`config.mk`:
```
export PLATFORM = sky130hd
export DESIGN_NAME = gpib_device
export DESIGN_NICKNAME = d
export VERILOG_FILES = /design/src/core/gpib_device.v
export VERILOG_INCLUDE_DIRS = /design/src /design/src/core
export SDC_FILE = /design/constraint.sdc
export NUM_CORES = 1
export LEC_CHECK = 0
export ABC_AREA = 1
export BUFFER_PORTS_ARGS = -buffer_cell sky130_fd_sc_hd__buf_2
export CORE_MARGIN = 1.5
export CORE_UTILIZATION = 50
export CTS_CLUSTER_DIAMETER = 60
export DETAILED_ROUTE_END_ITERATION = 6
export PLACE_DENSITY = 0.73
export SLEW_MARGIN = 20
export SYNTH_ARGS = -nofsm -noshare
export SYNTH_HDL_FRONTEND = slang
export SYNTH_SLANG_ARGS = --single-unit
```
`constraint.sdc`:
```
create_clock -name core_clk_i -period 2.8 [get_ports core_clk_i]
set_input_delay 0.28 -clock core_clk_i [delete_from_list [all_inputs] [get_ports core_clk_i]]
set_output_delay 0.28 -clock core_clk_i [all_outputs]
set_load 0.02 [all_outputs]
```
`src/core/gpib_device_consts.vh`:
```
// Constants for the instrument bus device interface
`ifndef GPIB_DEVICE_CONSTS_VH
`define GPIB_DEVICE_CONSTS_VH
`define CLK_MHZ 100
`define SETTLE_NS 2000
`define BLINK_MS 250
`define MODE_OFF 2'h0
`define MODE_TALK 2'h1
`define MODE_LISTEN 2'h2
`define MODE_TL 2'h3
`define ADDR_MAX 5'h1E
`define CMD_GTL 8'h01
`define CMD_SDC 8'h04
`define CMD_GET 8'h08
`define CMD_LLO 8'h11
`define CMD_DCL 8'h14
`define CMD_SPE 8'h18
`define CMD_SPD 8'h19
`define CMD_UNL 8'h3F
`define CMD_UNT 8'h5F
`define GRP_LISTEN 2'h1
`define GRP_TALK 2'h2
`define CHAR_LF 8'h0A
`define REG_CTRL 8'h00
`define REG_STATUS 8'h04
`define REG_RXDATA 8'h08
`define REG_TXDATA 8'h0C
`define REG_SRQ 8'h10
`define REG_EVENT 8'h14
`define RST_MODE 2'h3
`define RST_TERM 1'h1
`define RST_ADDR 5'h00
`endif

```
`src/core/gpib_device.v`:
```
// Device-side instrument bus interface with panel and Wishbone registers
//
// The register offsets and the Wishbone register port were left to the implementer.
`timescale 1ns/100ps
`include "gpib_device_consts.vh"
module gpib_device #(
   parameter BLINK_CYC = `BLINK_MS * 1000 * `CLK_MHZ
)(
   input wire core_clk_i,
   input wire reset_n_i,
   input wire wb_cyc_i,
   input wire wb_stb_i,
   input wire wb_we_i,
   input wire [7:0] wb_adr_i,
   input wire [3:0] wb_sel_i,
   input wire [31:0] wb_dat_i,
   output reg [31:0] wb_dat_o,
   output reg wb_ack_o,
   input wire [7:0] dio_i,
   output reg [7:0] dio_o,
   output wire dio_oe_o,
   input wire dav_i,
   output wire dav_o,
   output wire dav_oe_o,
   input wire nrfd_i,
   output wire nrfd_o,
   output wire nrfd_oe_o,
   input wire ndac_i,
   output wire ndac_o,
   output wire ndac_oe_o,
   input wire eoi_i,
   output reg eoi_o,
   output wire eoi_oe_o,
   output wire srq_o,
   output wire srq_oe_o,
   input wire atn_i,
   input wire ifc_i,
   input wire ren_i,
   input wire key_menu_i,
   input wire key_mode_i,
   input wire key_term_i,
   input wire key_addr_i,
   input wire panel_op_i,
   input wire panel_exempt_i,
   output wire panel_exec_o,
   output wire analog_var_o,
   output reg [5:0] keypad_lamp_o,
   output wire menu_lamp_o,
   output wire addr_lamp_o,
   output wire srq_lamp_o,
   output wire rwls_lamp_o,
   output reg trigger_o,
   output reg dev_clear_o
);
   localparam SETTLE_CYC = (`SETTLE_NS * `CLK_MHZ + 999) / 1000;
   localparam [7:0] SETTLE_LAST = SETTLE_CYC[7:0] - 8'h01;
   localparam [31:0] BLINK_LAST = BLINK_CYC - 1;
   localparam [1:0] RL_LOCS = 2'h0;
   localparam [1:0] RL_REMS = 2'h1;
   localparam [1:0] RL_LWLS = 2'h2;
   localparam [1:0] RL_RWLS = 2'h3;
   localparam [1:0] SEL_NONE = 2'h0;
   localparam [1:0] SEL_MODE = 2'h1;
   localparam [1:0] SEL_TERM = 2'h2;
   localparam [1:0] SEL_ADDR = 2'h3;
   localparam AH_IDLE = 1'b0;
   localparam AH_ACPT = 1'b1;
   localparam [1:0] SH_IDLE = 2'h0;
   localparam [1:0] SH_SETTLE = 2'h1;
   localparam [1:0] SH_DAV = 2'h2;

   // -----------------------------------------------------------------
   // Settings and front-panel menu
   // -----------------------------------------------------------------
   reg [1:0] mode_reg;
   reg term_reg;
   reg [4:0] addr_reg;
   reg [1:0] pend_mode_reg;
   reg pend_term_reg;
   reg [4:0] pend_addr_reg;
   reg menu_reg;
   reg [1:0] sel_reg;
   reg [1:0] rl_reg;
   reg [31:0] blink_cnt_reg;
   reg blink_reg;
   wire rwls = (rl_reg == RL_RWLS);

   always @(posedge core_clk_i or negedge reset_n_i)
   begin
      if (!reset_n_i)
      begin
         blink_cnt_reg <= 32'h0;
         blink_reg <= 1'b0;
      end
      else if (blink_cnt_reg == BLINK_LAST)
      begin
         blink_cnt_reg <= 32'h0;
         blink_reg <= ~blink_reg;
      end
      else
         blink_cnt_reg <= blink_cnt_reg + 32'h1;
   end

   // Menu viewing stays live in lockout; only applying is refused there
   always @(posedge core_clk_i or negedge reset_n_i)
   begin
      if (!reset_n_i)
      begin
         mode_reg <= `RST_MODE;
         term_reg <= `RST_TERM;
         addr_reg <= `RST_ADDR;
         pend_mode_reg <= `RST_MODE;
         pend_term_reg <= `RST_TERM;
         pend_addr_reg <= `RST_ADDR;
         menu_reg <= 1'b0;
         sel_reg <= SEL_NONE;
      end
      else if (key_menu_i)
      begin
         if (!menu_reg)
         begin
            menu_reg <= 1'b1;
            sel_reg <= SEL_NONE;
            pend_mode_reg <= mode_reg;
            pend_term_reg <= term_reg;
            pend_addr_reg <= addr_reg;
         end
         else
         begin
            menu_reg <= 1'b0;
            sel_reg <= SEL_NONE;
            if (!rwls)
            begin
               mode_reg <= pend_mode_reg;
               term_reg <= pend_term_reg;
               addr_reg <= pend_addr_reg;
            end
         end
      end
      else if (menu_reg)
      begin
         if (key_mode_i)
         begin
            sel_reg <= SEL_MODE;
            if (sel_reg == SEL_MODE)
               pend_mode_reg <= pend_mode_reg + 2'h1;
         end
         else if (key_term_i)
         begin
            sel_reg <= SEL_TERM;
            if (sel_reg == SEL_TERM)
               pend_term_reg <= ~pend_term_reg;
         end
         else if (key_addr_i)
         begin
            sel_reg <= SEL_ADDR;
            if (sel_reg == SEL_ADDR)
            begin
               if (pend_addr_reg >= `ADDR_MAX)
                  pend_addr_reg <= 5'h00;
               else
                  pend_addr_reg <= pend_addr_reg + 5'h01;
            end
         end
      end
   end

   always @(posedge core_clk_i or negedge reset_n_i)
   begin
      if (!reset_n_i)
         keypad_lamp_o <= 6'h00;
      else if (!menu_reg)
         keypad_lamp_o <= 6'h00;
      else
         case (sel_reg)
            SEL_MODE:
               keypad_lamp_o <= {2'b00, blink_reg, 1'b0,
                  pend_mode_reg[1], pend_mode_reg[0]};
            SEL_TERM:
               keypad_lamp_o <= {1'b0, blink_reg, 1'b0,
                  pend_term_reg, 2'b00};
            SEL_ADDR:
               keypad_lamp_o <= {blink_reg, pend_addr_reg};
            default:
               keypad_lamp_o <= 6'h00;
         endcase
   end
   assign menu_lamp_o = menu_reg;

   // -----------------------------------------------------------------
   // Addressing, remote-local and command decode
   // -----------------------------------------------------------------
   reg ta_reg;
   reg la_reg;
   reg spms_reg;
   reg ah_reg;
   reg cmd_stb_reg;
   reg [7:0] cmd_reg;
   reg [1:0] sh_reg;
   reg rx_full_reg;
   reg tx_full_reg;
   reg rsv_reg;
   reg pon_reg;
   reg var_cal_reg;

   wire bus_on = (mode_reg != `MODE_OFF);
   wire talk_only = (mode_reg == `MODE_TALK);
   wire listen_only = (mode_reg == `MODE_LISTEN);
   wire talker = bus_on & (talk_only | ta_reg);
   wire listener = bus_on & (listen_only | la_reg);
   wire tacs = talker & ~atn_i;
   wire lacs = listener & ~atn_i;
   wire own_talk = cmd_stb_reg & (cmd_reg[6:5] == `GRP_TALK)
      & (cmd_reg[4:0] == addr_reg);
   wire own_listen = cmd_stb_reg & (cmd_reg[6:5] == `GRP_LISTEN)
      & (cmd_reg[4:0] == addr_reg);
   wire other_talk = cmd_stb_reg & (cmd_reg[6:5] == `GRP_TALK)
      & (cmd_reg[4:0] != addr_reg);
   wire dev_clear = cmd_stb_reg & ((cmd_reg == `CMD_DCL)
      | ((cmd_reg == `CMD_SDC) & listener));
   wire trig_cmd = cmd_stb_reg & (cmd_reg == `CMD_GET) & listener;
   wire gtl_cmd = cmd_stb_reg & (cmd_reg == `CMD_GTL) & listener;
   wire llo_cmd = cmd_stb_reg & (cmd_reg == `CMD_LLO);
   wire rtl = panel_op_i & ~panel_exempt_i;

   always @(posedge core_clk_i or negedge reset_n_i)
   begin
      if (!reset_n_i)
      begin
         ta_reg <= 1'b0;
         la_reg <= 1'b0;
         spms_reg <= 1'b0;
      end
      else if (ifc_i || !bus_on)
      begin
         ta_reg <= 1'b0;
         la_reg <= 1'b0;
         spms_reg <= 1'b0;
      end
      else if (cmd_stb_reg)
      begin
         if (own_talk)
            ta_reg <= 1'b1;
         else if (other_talk || cmd_reg == `CMD_UNT)
            ta_reg <= 1'b0;
         if (own_listen)
            la_reg <= 1'b1;
         else if (cmd_reg == `CMD_UNL)
            la_reg <= 1'b0;
         if (cmd_reg == `CMD_SPE)
            spms_reg <= 1'b1;
         else if (cmd_reg == `CMD_SPD)
            spms_reg <= 1'b0;
      end
   end

   always @(posedge core_clk_i or negedge reset_n_i)
   begin
      if (!reset_n_i)
         rl_reg <= RL_LOCS;
      else if (!ren_i || !bus_on)
         rl_reg <= RL_LOCS;
      else
         case (rl_reg)
            RL_LOCS:
               if (llo_cmd)
                  rl_reg <= RL_LWLS;
               else if (own_listen)
                  rl_reg <= RL_REMS;
            RL_REMS:
               if (llo_cmd)
                  rl_reg <= RL_RWLS;
               else if (gtl_cmd || rtl)
                  rl_reg <= RL_LOCS;
            RL_LWLS:
               if (own_listen)
                  rl_reg <= RL_RWLS;
            default:
               if (gtl_cmd)
                  rl_reg <= RL_LWLS;
         endcase
   end

   // Remote state leaves on rtl, so a panel op there still runs
   assign panel_exec_o = panel_op_i
      & (~rwls | panel_exempt_i);
   assign analog_var_o = ~var_cal_reg;
   assign rwls_lamp_o = rwls;
   assign addr_lamp_o = talker | listener;
   assign srq_lamp_o = rsv_reg;

   // -----------------------------------------------------------------
   // Acceptor handshake
   // -----------------------------------------------------------------
   reg [7:0] rx_byte_reg;
   reg rx_eoi_reg;
   wire acc_on = bus_on & (atn_i | lacs);
   wire acc_ready = atn_i | ~rx_full_reg;

   // Data is taken in any remote state; commands never wait on buffers
   always @(posedge core_clk_i or negedge reset_n_i)
   begin
      if (!reset_n_i)
      begin
         ah_reg <= AH_IDLE;
         cmd_stb_reg <= 1'b0;
         cmd_reg <= 8'h00;
      end
      else
      begin
         cmd_stb_reg <= 1'b0;
         case (ah_reg)
            AH_IDLE:
               if (acc_on && acc_ready && dav_i)
               begin
                  ah_reg <= AH_ACPT;
                  if (atn_i)
                  begin
                     cmd_stb_reg <= 1'b1;
                     cmd_reg <= {1'b0, dio_i[6:0]};
                  end
               end
            default:
               if (!dav_i || !acc_on)
                  ah_reg <= AH_IDLE;
         endcase
      end
   end
   assign nrfd_o = 1'b1;
   assign ndac_o = 1'b1;
   assign nrfd_oe_o = acc_on & ((ah_reg == AH_ACPT) | ~acc_ready);
   assign ndac_oe_o = acc_on & (ah_reg == AH_IDLE);

   // -----------------------------------------------------------------
   // Source handshake
   // -----------------------------------------------------------------
   reg [7:0] settle_reg;
   reg [7:0] tx_byte_reg;
   reg tx_eoi_reg;
   reg [5:0] reason_reg;
   wire [7:0] status_byte = {1'b0, rsv_reg, reason_reg};
   wire src_has = spms_reg | tx_full_reg;
   wire sh_done = (sh_reg == SH_DAV) & ~ndac_i & tacs;

   // Leaving active talk drops the byte but keeps it queued to resend
   always @(posedge core_clk_i or negedge reset_n_i)
   begin
      if (!reset_n_i)
      begin
         sh_reg <= SH_IDLE;
         settle_reg <= 8'h00;
         dio_o <= 8'h00;
         eoi_o <= 1'b0;
      end
      else if (!tacs || dev_clear)
         sh_reg <= SH_IDLE;
      else
         case (sh_reg)
            SH_IDLE:
               if (src_has)
               begin
                  sh_reg <= SH_SETTLE;
                  settle_reg <= 8'h00;
                  dio_o <= spms_reg ? status_byte : tx_byte_reg;
                  eoi_o <= ~spms_reg & tx_eoi_reg;
               end
            SH_SETTLE:
               if (settle_reg != SETTLE_LAST)
                  settle_reg <= settle_reg + 8'h01;
               else if (!nrfd_i)
                  sh_reg <= SH_DAV;
            SH_DAV:
               if (!ndac_i)
                  sh_reg <= SH_IDLE;
            default:
               sh_reg <= SH_IDLE;
         endcase
   end
   assign dio_oe_o = tacs & (sh_reg != SH_IDLE);
   assign eoi_oe_o = dio_oe_o;
   assign dav_o = 1'b1;
   assign dav_oe_o = tacs & (sh_reg == SH_DAV);
   assign srq_o = 1'b1;
   assign srq_oe_o = bus_on & rsv_reg;

   // -----------------------------------------------------------------
   // Wishbone slave and buffers
   // -----------------------------------------------------------------
   reg ev_trig_reg;
   reg ev_ifc_reg;
   wire wb_req = wb_cyc_i & wb_stb_i & ~wb_ack_o;
   // Writes land on the edge that sees ack, where the master commits them
   wire wb_wr = wb_cyc_i & wb_stb_i & wb_we_i & wb_ack_o;
   wire wr0 = wb_wr & wb_sel_i[0];
   wire wr1 = wb_wr & wb_sel_i[1];
   wire rd = wb_req & ~wb_we_i;
   wire rx_take = acc_on & ~atn_i & acc_ready & dav_i
      & (ah_reg == AH_IDLE);
   wire rx_end = rx_eoi_reg | (term_reg & (rx_byte_reg == `CHAR_LF));
   reg [31:0] rd_data;

   always @*
   begin
      rd_data = 32'h0;
      if (wb_adr_i == `REG_CTRL)
         rd_data = {31'h0, var_cal_reg};
      else if (wb_adr_i == `REG_STATUS)
         rd_data = {16'h0, addr_reg, term_reg, mode_reg, pon_reg,
            rsv_reg, tx_full_reg, rx_full_reg, rwls, listener,
            talker, talker | listener};
      else if (wb_adr_i == `REG_RXDATA)
         rd_data = {22'h0, rx_end, rx_eoi_reg, rx_byte_reg};
      else if (wb_adr_i == `REG_SRQ)
         rd_data = {24'h0, status_byte};
      else if (wb_adr_i == `REG_EVENT)
         rd_data = {30'h0, ev_ifc_reg, ev_trig_reg};
   end

   always @(posedge core_clk_i or negedge reset_n_i)
   begin
      if (!reset_n_i)
      begin
         wb_ack_o <= 1'b0;
         wb_dat_o <= 32'h0;
      end
      else
      begin
         wb_ack_o <= wb_req;
         if (rd)
            wb_dat_o <= rd_data;
      end
   end

   always @(posedge core_clk_i or negedge reset_n_i)
   begin
      if (!reset_n_i)
      begin
         rx_full_reg <= 1'b0;
         rx_byte_reg <= 8'h00;
         rx_eoi_reg <= 1'b0;
         tx_full_reg <= 1'b0;
         tx_byte_reg <= 8'h00;
         tx_eoi_reg <= 1'b0;
         var_cal_reg <= 1'b0;
      end
      else
      begin
         if (wr0 && wb_adr_i == `REG_CTRL)
            var_cal_reg <= wb_dat_i[0];
         if (dev_clear)
            rx_full_reg <= 1'b0;
         else if (rx_take)
         begin
            rx_full_reg <= 1'b1;
            rx_byte_reg <= dio_i;
            rx_eoi_reg <= eoi_i;
         end
         else if (rd && wb_adr_i == `REG_RXDATA)
            rx_full_reg <= 1'b0;
         if (dev_clear)
            tx_full_reg <= 1'b0;
         else if (sh_done && !spms_reg)
            tx_full_reg <= 1'b0;
         else if (wr0 && wb_adr_i == `REG_TXDATA && !tx_full_reg)
         begin
            tx_full_reg <= 1'b1;
            tx_byte_reg <= wb_dat_i[7:0];
            tx_eoi_reg <= wr1 & wb_dat_i[8];
         end
      end
   end

   // -----------------------------------------------------------------
   // Service request, events and pulses
   // -----------------------------------------------------------------
   wire srq_wr = wr0 & (wb_adr_i == `REG_SRQ);
   wire ev_wr = wr0 & (wb_adr_i == `REG_EVENT);

   always @(posedge core_clk_i or negedge reset_n_i)
   begin
      if (!reset_n_i)
      begin
         rsv_reg <= 1'b0;
         reason_reg <= 6'h00;
         pon_reg <= 1'b1;
         ev_trig_reg <= 1'b0;
         ev_ifc_reg <= 1'b0;
         trigger_o <= 1'b0;
         dev_clear_o <= 1'b0;
      end
      else
      begin
         trigger_o <= trig_cmd;
         dev_clear_o <= dev_clear;
         if (srq_wr && wb_dat_i[6])
         begin
            rsv_reg <= 1'b1;
            reason_reg <= wb_dat_i[5:0];
         end
         else if (sh_done && spms_reg)
            rsv_reg <= 1'b0;
         else if (dev_clear && !pon_reg)
         begin
            rsv_reg <= 1'b0;
            reason_reg <= 6'h00;
         end
         if (srq_wr && wb_dat_i[7])
            pon_reg <= 1'b0;
         if (trig_cmd)
            ev_trig_reg <= 1'b1;
         else if (dev_clear || (ev_wr && wb_dat_i[0]))
            ev_trig_reg <= 1'b0;
         if (ifc_i)
            ev_ifc_reg <= 1'b1;
         else if (dev_clear || (ev_wr && wb_dat_i[1]))
            ev_ifc_reg <= 1'b0;
      end
   end
endmodule // gpib_device

```
### Word-level counts from Yosys, hierarchy flattened

Index checks and enable logic that the tools add are counted.

| cells by class | value |
|---|---|
| $add $sub $neg | 4 |
| multiplexer cells | 85 |
| reductions and logical operators | 70 |
| magnitude comparators | 1 |
| eq/ne operators | 44 |
| bitwise logic cells | 68 |

Operators by type and width:

| kind | count |
|---|---|
| $mux W2 | 23 |
| $and A1 B1 Y1 | 42 |
| $mux W5 | 8 |
| $mux W1 | 38 |
| $add A32 B1 Y32 const B | 1 |
| $eq A32 B25 Y1 const B | 1 |
| $mux W16 | 2 |
| $mux W32 | 1 |
| $eq A7 B5 Y1 const B | 4 |
| $reduce_bool A2 Y1 | 14 |
| $eq A8 B4 Y1 const B | 3 |
| $mux W6 | 4 |
| $mux W8 | 3 |
| $pmux W6 S3 | 1 |
| $reduce_bool A3 Y1 | 6 |
| $eq A8 B5 Y1 const B | 2 |
| $not A1 Y1 | 16 |
| $pmux W8 S2 | 1 |
| $reduce_and A4 Y1 | 4 |
| $eq A2 B2 Y1 const B | 7 |
| $logic_and A1 B1 Y1 | 13 |
| $ne A2 B2 Y1 const B | 6 |
| $ne A3 B3 Y1 const B | 4 |
| $pmux W2 S3 | 2 |
| other kinds (29) | 66 |

| word-level totals | value |
|---|---|
| register bits | 157 |

### Depth between registers and ports, before layout

| logic depth | value |
|---|---|
| depth after elaboration | 12 |
| gate-level depth with buffers | 11 |
| mapped depth without buffers | 11 |

### Worst setup path after synthesis

OpenSTA, ideal clock, no wires.

| timing path | value |
|---|---|
| path kind | flip-flop to output port |
| start point | register mode_reg[0] |
| end point | output port eoi_oe_o |
| slack | 1234 ps |
| cell stages (with the launch flop) | 6 |
| data arrival time | 1286 ps |
| cells stage by stage | dfstp_2 > nor2_1 > nor2_1 > nand2_1 > nor2_1 > buf_4 |

| on the way | value |
|---|---|
| word-level cells in the longest chain between the ends | 5 |

Ends and longest elaborated chain:

| element | RTL line | RTL |
|---|---|---|
| start, declared | gpib_device.v:75 | `reg [1:0] mode_reg;` |
| start signal, assigned | gpib_device.v:109 | `` mode_reg <= `RST_MODE; `` |
| start signal, assigned | gpib_device.v:134 | `mode_reg <= pend_mode_reg;` |
| $eq A2 B1 Y1 (no source line) | - |  |
| $or A1 B1 Y1 | gpib_device.v:209 | `wire talker = bus_on & (talk_only \| ta_reg);` |
| $and A1 B1 Y1 (*) | gpib_device.v:209 |  |
| $and A1 B1 Y1 (*) | gpib_device.v:211 | `wire tacs = talker & ~atn_i;` |
| $and A1 B1 Y1 (*) | gpib_device.v:379 | `assign dio_oe_o = tacs & (sh_reg != SH_IDLE);` |
| end, declared | gpib_device.v:33 | `output wire eoi_oe_o,` |

Every way passes the cells marked *; elsewhere a longest branch is shown, timed or not.

### Final worst setup path

| timing path | value |
|---|---|
| start point | register mode_reg[0] |
| end point | output port dio_oe_o |

| on the way | value |
|---|---|
| word-level cells in the longest chain between the ends | 5 |

Ends and longest elaborated chain:

| element | RTL line | RTL |
|---|---|---|
| $eq A2 B1 Y1 (no source line) | - |  |
| $or A1 B1 Y1 | gpib_device.v:209 |  |
| $and A1 B1 Y1 (*) | gpib_device.v:209 |  |
| $and A1 B1 Y1 (*) | gpib_device.v:211 |  |
| $and A1 B1 Y1 (*) | gpib_device.v:379 |  |
| end, declared | gpib_device.v:21 | `output wire dio_oe_o,` |

Marked as above.

==> summary.txt <==
Timing
  • Unrepaired setup endpoints after global routing: no
  • Fmax: roughly 510 MHz
  • Hold Vio Cnt, Final: 0
  • Slew HR: between 50% and 60%
  • Post-route clock period utilization: a little over two thirds
  • Worst-margin pin slew: about 0.68 ns
  • Skew final: 0.0121 ns
  • Final setup fails: 0
  • Final TNS setup: 0 ns
  • Final Critical Period: between 1.5 and 2 ns
  • Final Max Tran Viols: 0

Global routing
  • Initial antenna violation count: 0
  • Largest net degree at the start of global routing: between 70 and 80
  • Tot GR Track Use: a little under a quarter
  • Total global routing overflow: 0
  • Vias in the first global route: ~6,000
  • First-pass GRT wire length: around 29,000 um

Logic synthesis
  • Synth Area in Simple Gates: between 30% and 40%
  • Yosys reg bits: about 140
  • Cell variety after synth: 47
  • Post-Syn Area per Cell: about 7.7 sq um
  • Post-Syn Instances: between 900 and 1,000
  • Compound-cell area share of the yosys netlist: approximately 8.4%
  • Most frequent cell after synthesis: nand2_1
  • Cell Area, Synth: roughly 7600 sq um
  • FFs w/ async S/R, synth: 100%
  • Most used flip-flop cell after synthesis: dfrtp_1
  • Sequential cell area fraction in the yosys report: 46.8%
  • Most frequent cells after synthesis: 292 x nand2_1, 134 x dfrtp_1, 125 x inv_1
  • Post-synth top area share: roughly 44%
  • Cell taking the most area after synthesis: dfrtp_1
  • Top post-synthesis cells by area: dfrtp_1 44%, nand2_1 15%, inv_1 6.2%, nor2_1 5.1%, nand3_1 4.2%
  • EDFF count, synth: 0
  • Mux contribution to synthesized area: 0%
  • Number of warnings printed during yosys synthesis: 0
  • Post-Synth Adder-Cell Area: less than 1%
  • Largest family of logic cells by synthesized area: simple AND/OR/NAND/NOR gates
  • Synth Area in XOR/XNOR: under 10%

Power and ir drop
  • Worst vdd ir: around 0.5 mV
  • Static Leak: 4.67 nW
  • Cell Pwr Density: 691 nW/um^2
  • Total Power: a little over 6 mW

Worst setup path
  • Worst Path Max Fanout: 4
  • CP Data Required Time: approximately 2.5 ns
  • Critical path class: register to output pin
  • CP cell instances: nor2_1 -> nor2_1 -> nand2_1 -> nor2_1 -> buf_2
  • Crit path DAT: ~1.7 ns
  • Crit-path leading delay family: flip-flops
  • CP max stage cell: dfstp_2
  • Largest stage delay, worst path: 0.57 ns
  • Crit path buf inv count: 1
  • Cell mode on critical path: nor2_1
  • Crit end category: output pin
  • Startpoint class of the critical path: register

Floorplanning
  • Die width: 126 um
  • Initial Util: 51.6%
  • Die area: 15,900 sq um
  • Row count: 44
  • Die height: about 130 um
  • IO Count: ~140
  • Core Footprint: 14,600 sq um

Outcome
  • Failing checks: design-rule violations
  • Run status: finished, violations left

Job
  • Max-cap violations: 0

Clock tree
  • Cell chosen for the clock root: clkbuf_16
  • CTS Buf Count: 17
  • Worst-skew pair later-pin latency: 0.42 ns
  • Sink Count: between 100 and 150
  • CTS tree: yes
  • H-Tree Depth: 4
  • Clock transition at path regs: 0.06 ns
  • Post-CTS Setup Bufs: 0
  • Max Root-Sink Buffers: 2

Detailed routing
  • Routed WL: 17,600 um
  • Post-DR vias/cell: just over 5
  • DR vias: 6,519
  • Initial DRT Pass Iterations: 7
  • Post-route ant nets: 0
  • DRC viols: 5
  • Routed len/inst: between 10 and 15 um
  • Drt initial violations: around 600

Finish
  • Final-stage net count: approximately 1,200
  • # diodes: 0
  • Area growth, synth to finish: 15.5%
  • Layout cells sized above 1: about 15%
  • Max reg flops: 32

Min path
  • Hold Path Class: input pin to register

Placement
  • I/O Buffers: 90
  • GPL Wtd Cong: approximately 0.9
  • DPL Wire Length: about 13,000 um
[where the power goes]
group	leakage (nW)	total, mW	internal (mW)	switching [mW]
clock	0.288	2.27	1.35	0.920
sequential	1.86	2.62	2.33	0.283
combinational	2.53	1.14	0.382	0.762
total	4.67	6.03	4.07	1.97
[worst register-to-register path: stages (launching register included)]
cell,delay (ns)
dfrtp_1,0.51
inv_1,0.32
a31oi_1,0.24
o21ai_1,0.16
nor2_8,0.24
nand2_2,0.17
nand2_1,0.10
nand2_1,0.06
[metal layers]
metal | track usage, % | up-vias | routed length (um)
met3 | 5.06 | 23 | 934
met4 | 6.76 | 0 | 263
met1 | 30.8 | 3025 | 7810
met5 | 0 | - | 0
li1 | - | 3290 | -
met2 | 38.9 | 181 | 8610
[path summary, 6_finish.rpt]
| path | start | endpoint | slack, ns | depth (start not counted) |
|---|---|---|---|---|
| max in group asynchronous | reset_n_i | pon_reg$_DFFE_PN1P_ | 1.58 | 3 |
| setup reg to reg | spms_reg$_DFFE_PN0P_ | dio_o[6]$_DFFE_PN0P_ | 0.89 | 7 |
| hold reg to reg | pon_reg$_DFFE_PN1P_ | pon_reg$_DFFE_PN1P_ | 0.46 | 2 |
| min in group asynchronous | reset_n_i | pend_addr_reg[2]$_DFFE_PN0P_ | 0.45 | 2 |
| hold / removal | ifc_i | ev_ifc_reg$_DFFE_PN0P_ | 0.08 | 3 |
| setup / recovery | mode_reg[0]$_DFFE_PN1P_ | dio_oe_o | 0.84 | 5 |
[layout by cell type (no fill, tap or decap), drive strengths merged, types with 2 or more instances in the layout]
master	synthesis	layout
a21oi	28	28
a22oi	2	2
a31oi	2	2
and3	2	2
buf	27	94
bufinv	0	2
clkbuf	6	18
clkinv	1	7
clkinvlp	0	2
conb	2	20
dfrtp	134	134
dfstp	7	7
ha	6	6
inv	131	135
nand2	299	299
nand3	69	69
nand3b	4	4
nand4	13	13
nor2	110	110
nor3	28	28
nor4	2	2
o211ai	4	4
o21a	2	2
o21ai	51	51
o22ai	6	6
o31ai	9	9
o32ai	2	2
xnor2	5	5
xor2	27	27
[area by class of cell]
class | count | area (sq um)
sequential | 141 | 3540
multi-input combinational | 696 | 3370
timing repair buffer | 95 | 497
fill | 1333 | 5920
clock inverter | 14 | 159
inverter | 132 | 495
tap | 184 | 230
clock buffer | 18 | 439
[through the flow]
stage | cells | area (sq um) | utilization, % | hold slack, ns | setup WS [ns]
after global routing | 1280 | 8730 | 59.6 | 0.0773 | 0.755
after CTS | 1280 | 8730 | 59.6 | 0.0616 | 0.802
after global placement | 1247 | 8120 | 55.5 | 0.352 | 0.950
final | 1280 | 8730 | 59.6 | 0.0762 | 0.839
after floorplan | 1002 | 7620 | - | -0.0156 | 1.23
after detailed placement | 1247 | 8120 | 55.5 | 0.355 | 0.945
[repair_timing]
action,CTS,global route
gates resized for setup,0,0
setup endpoints to repair,0,0
hold buffers,1,0
endpoints found under the hold margin,67,0
[logic make-up (layout without fill, tap and decap cells)]
group	count (synthesis)	after routing
DFF	141	141
other	2	20
xor gates and xnor gates	32	32
AOI/OAI and AO/OA	110	110
adders and majority gates	6	6
and+or+nand+nor	528	528
buffers and inverters	165	259
No activity file was read; power rests on OpenSTA's default activity.
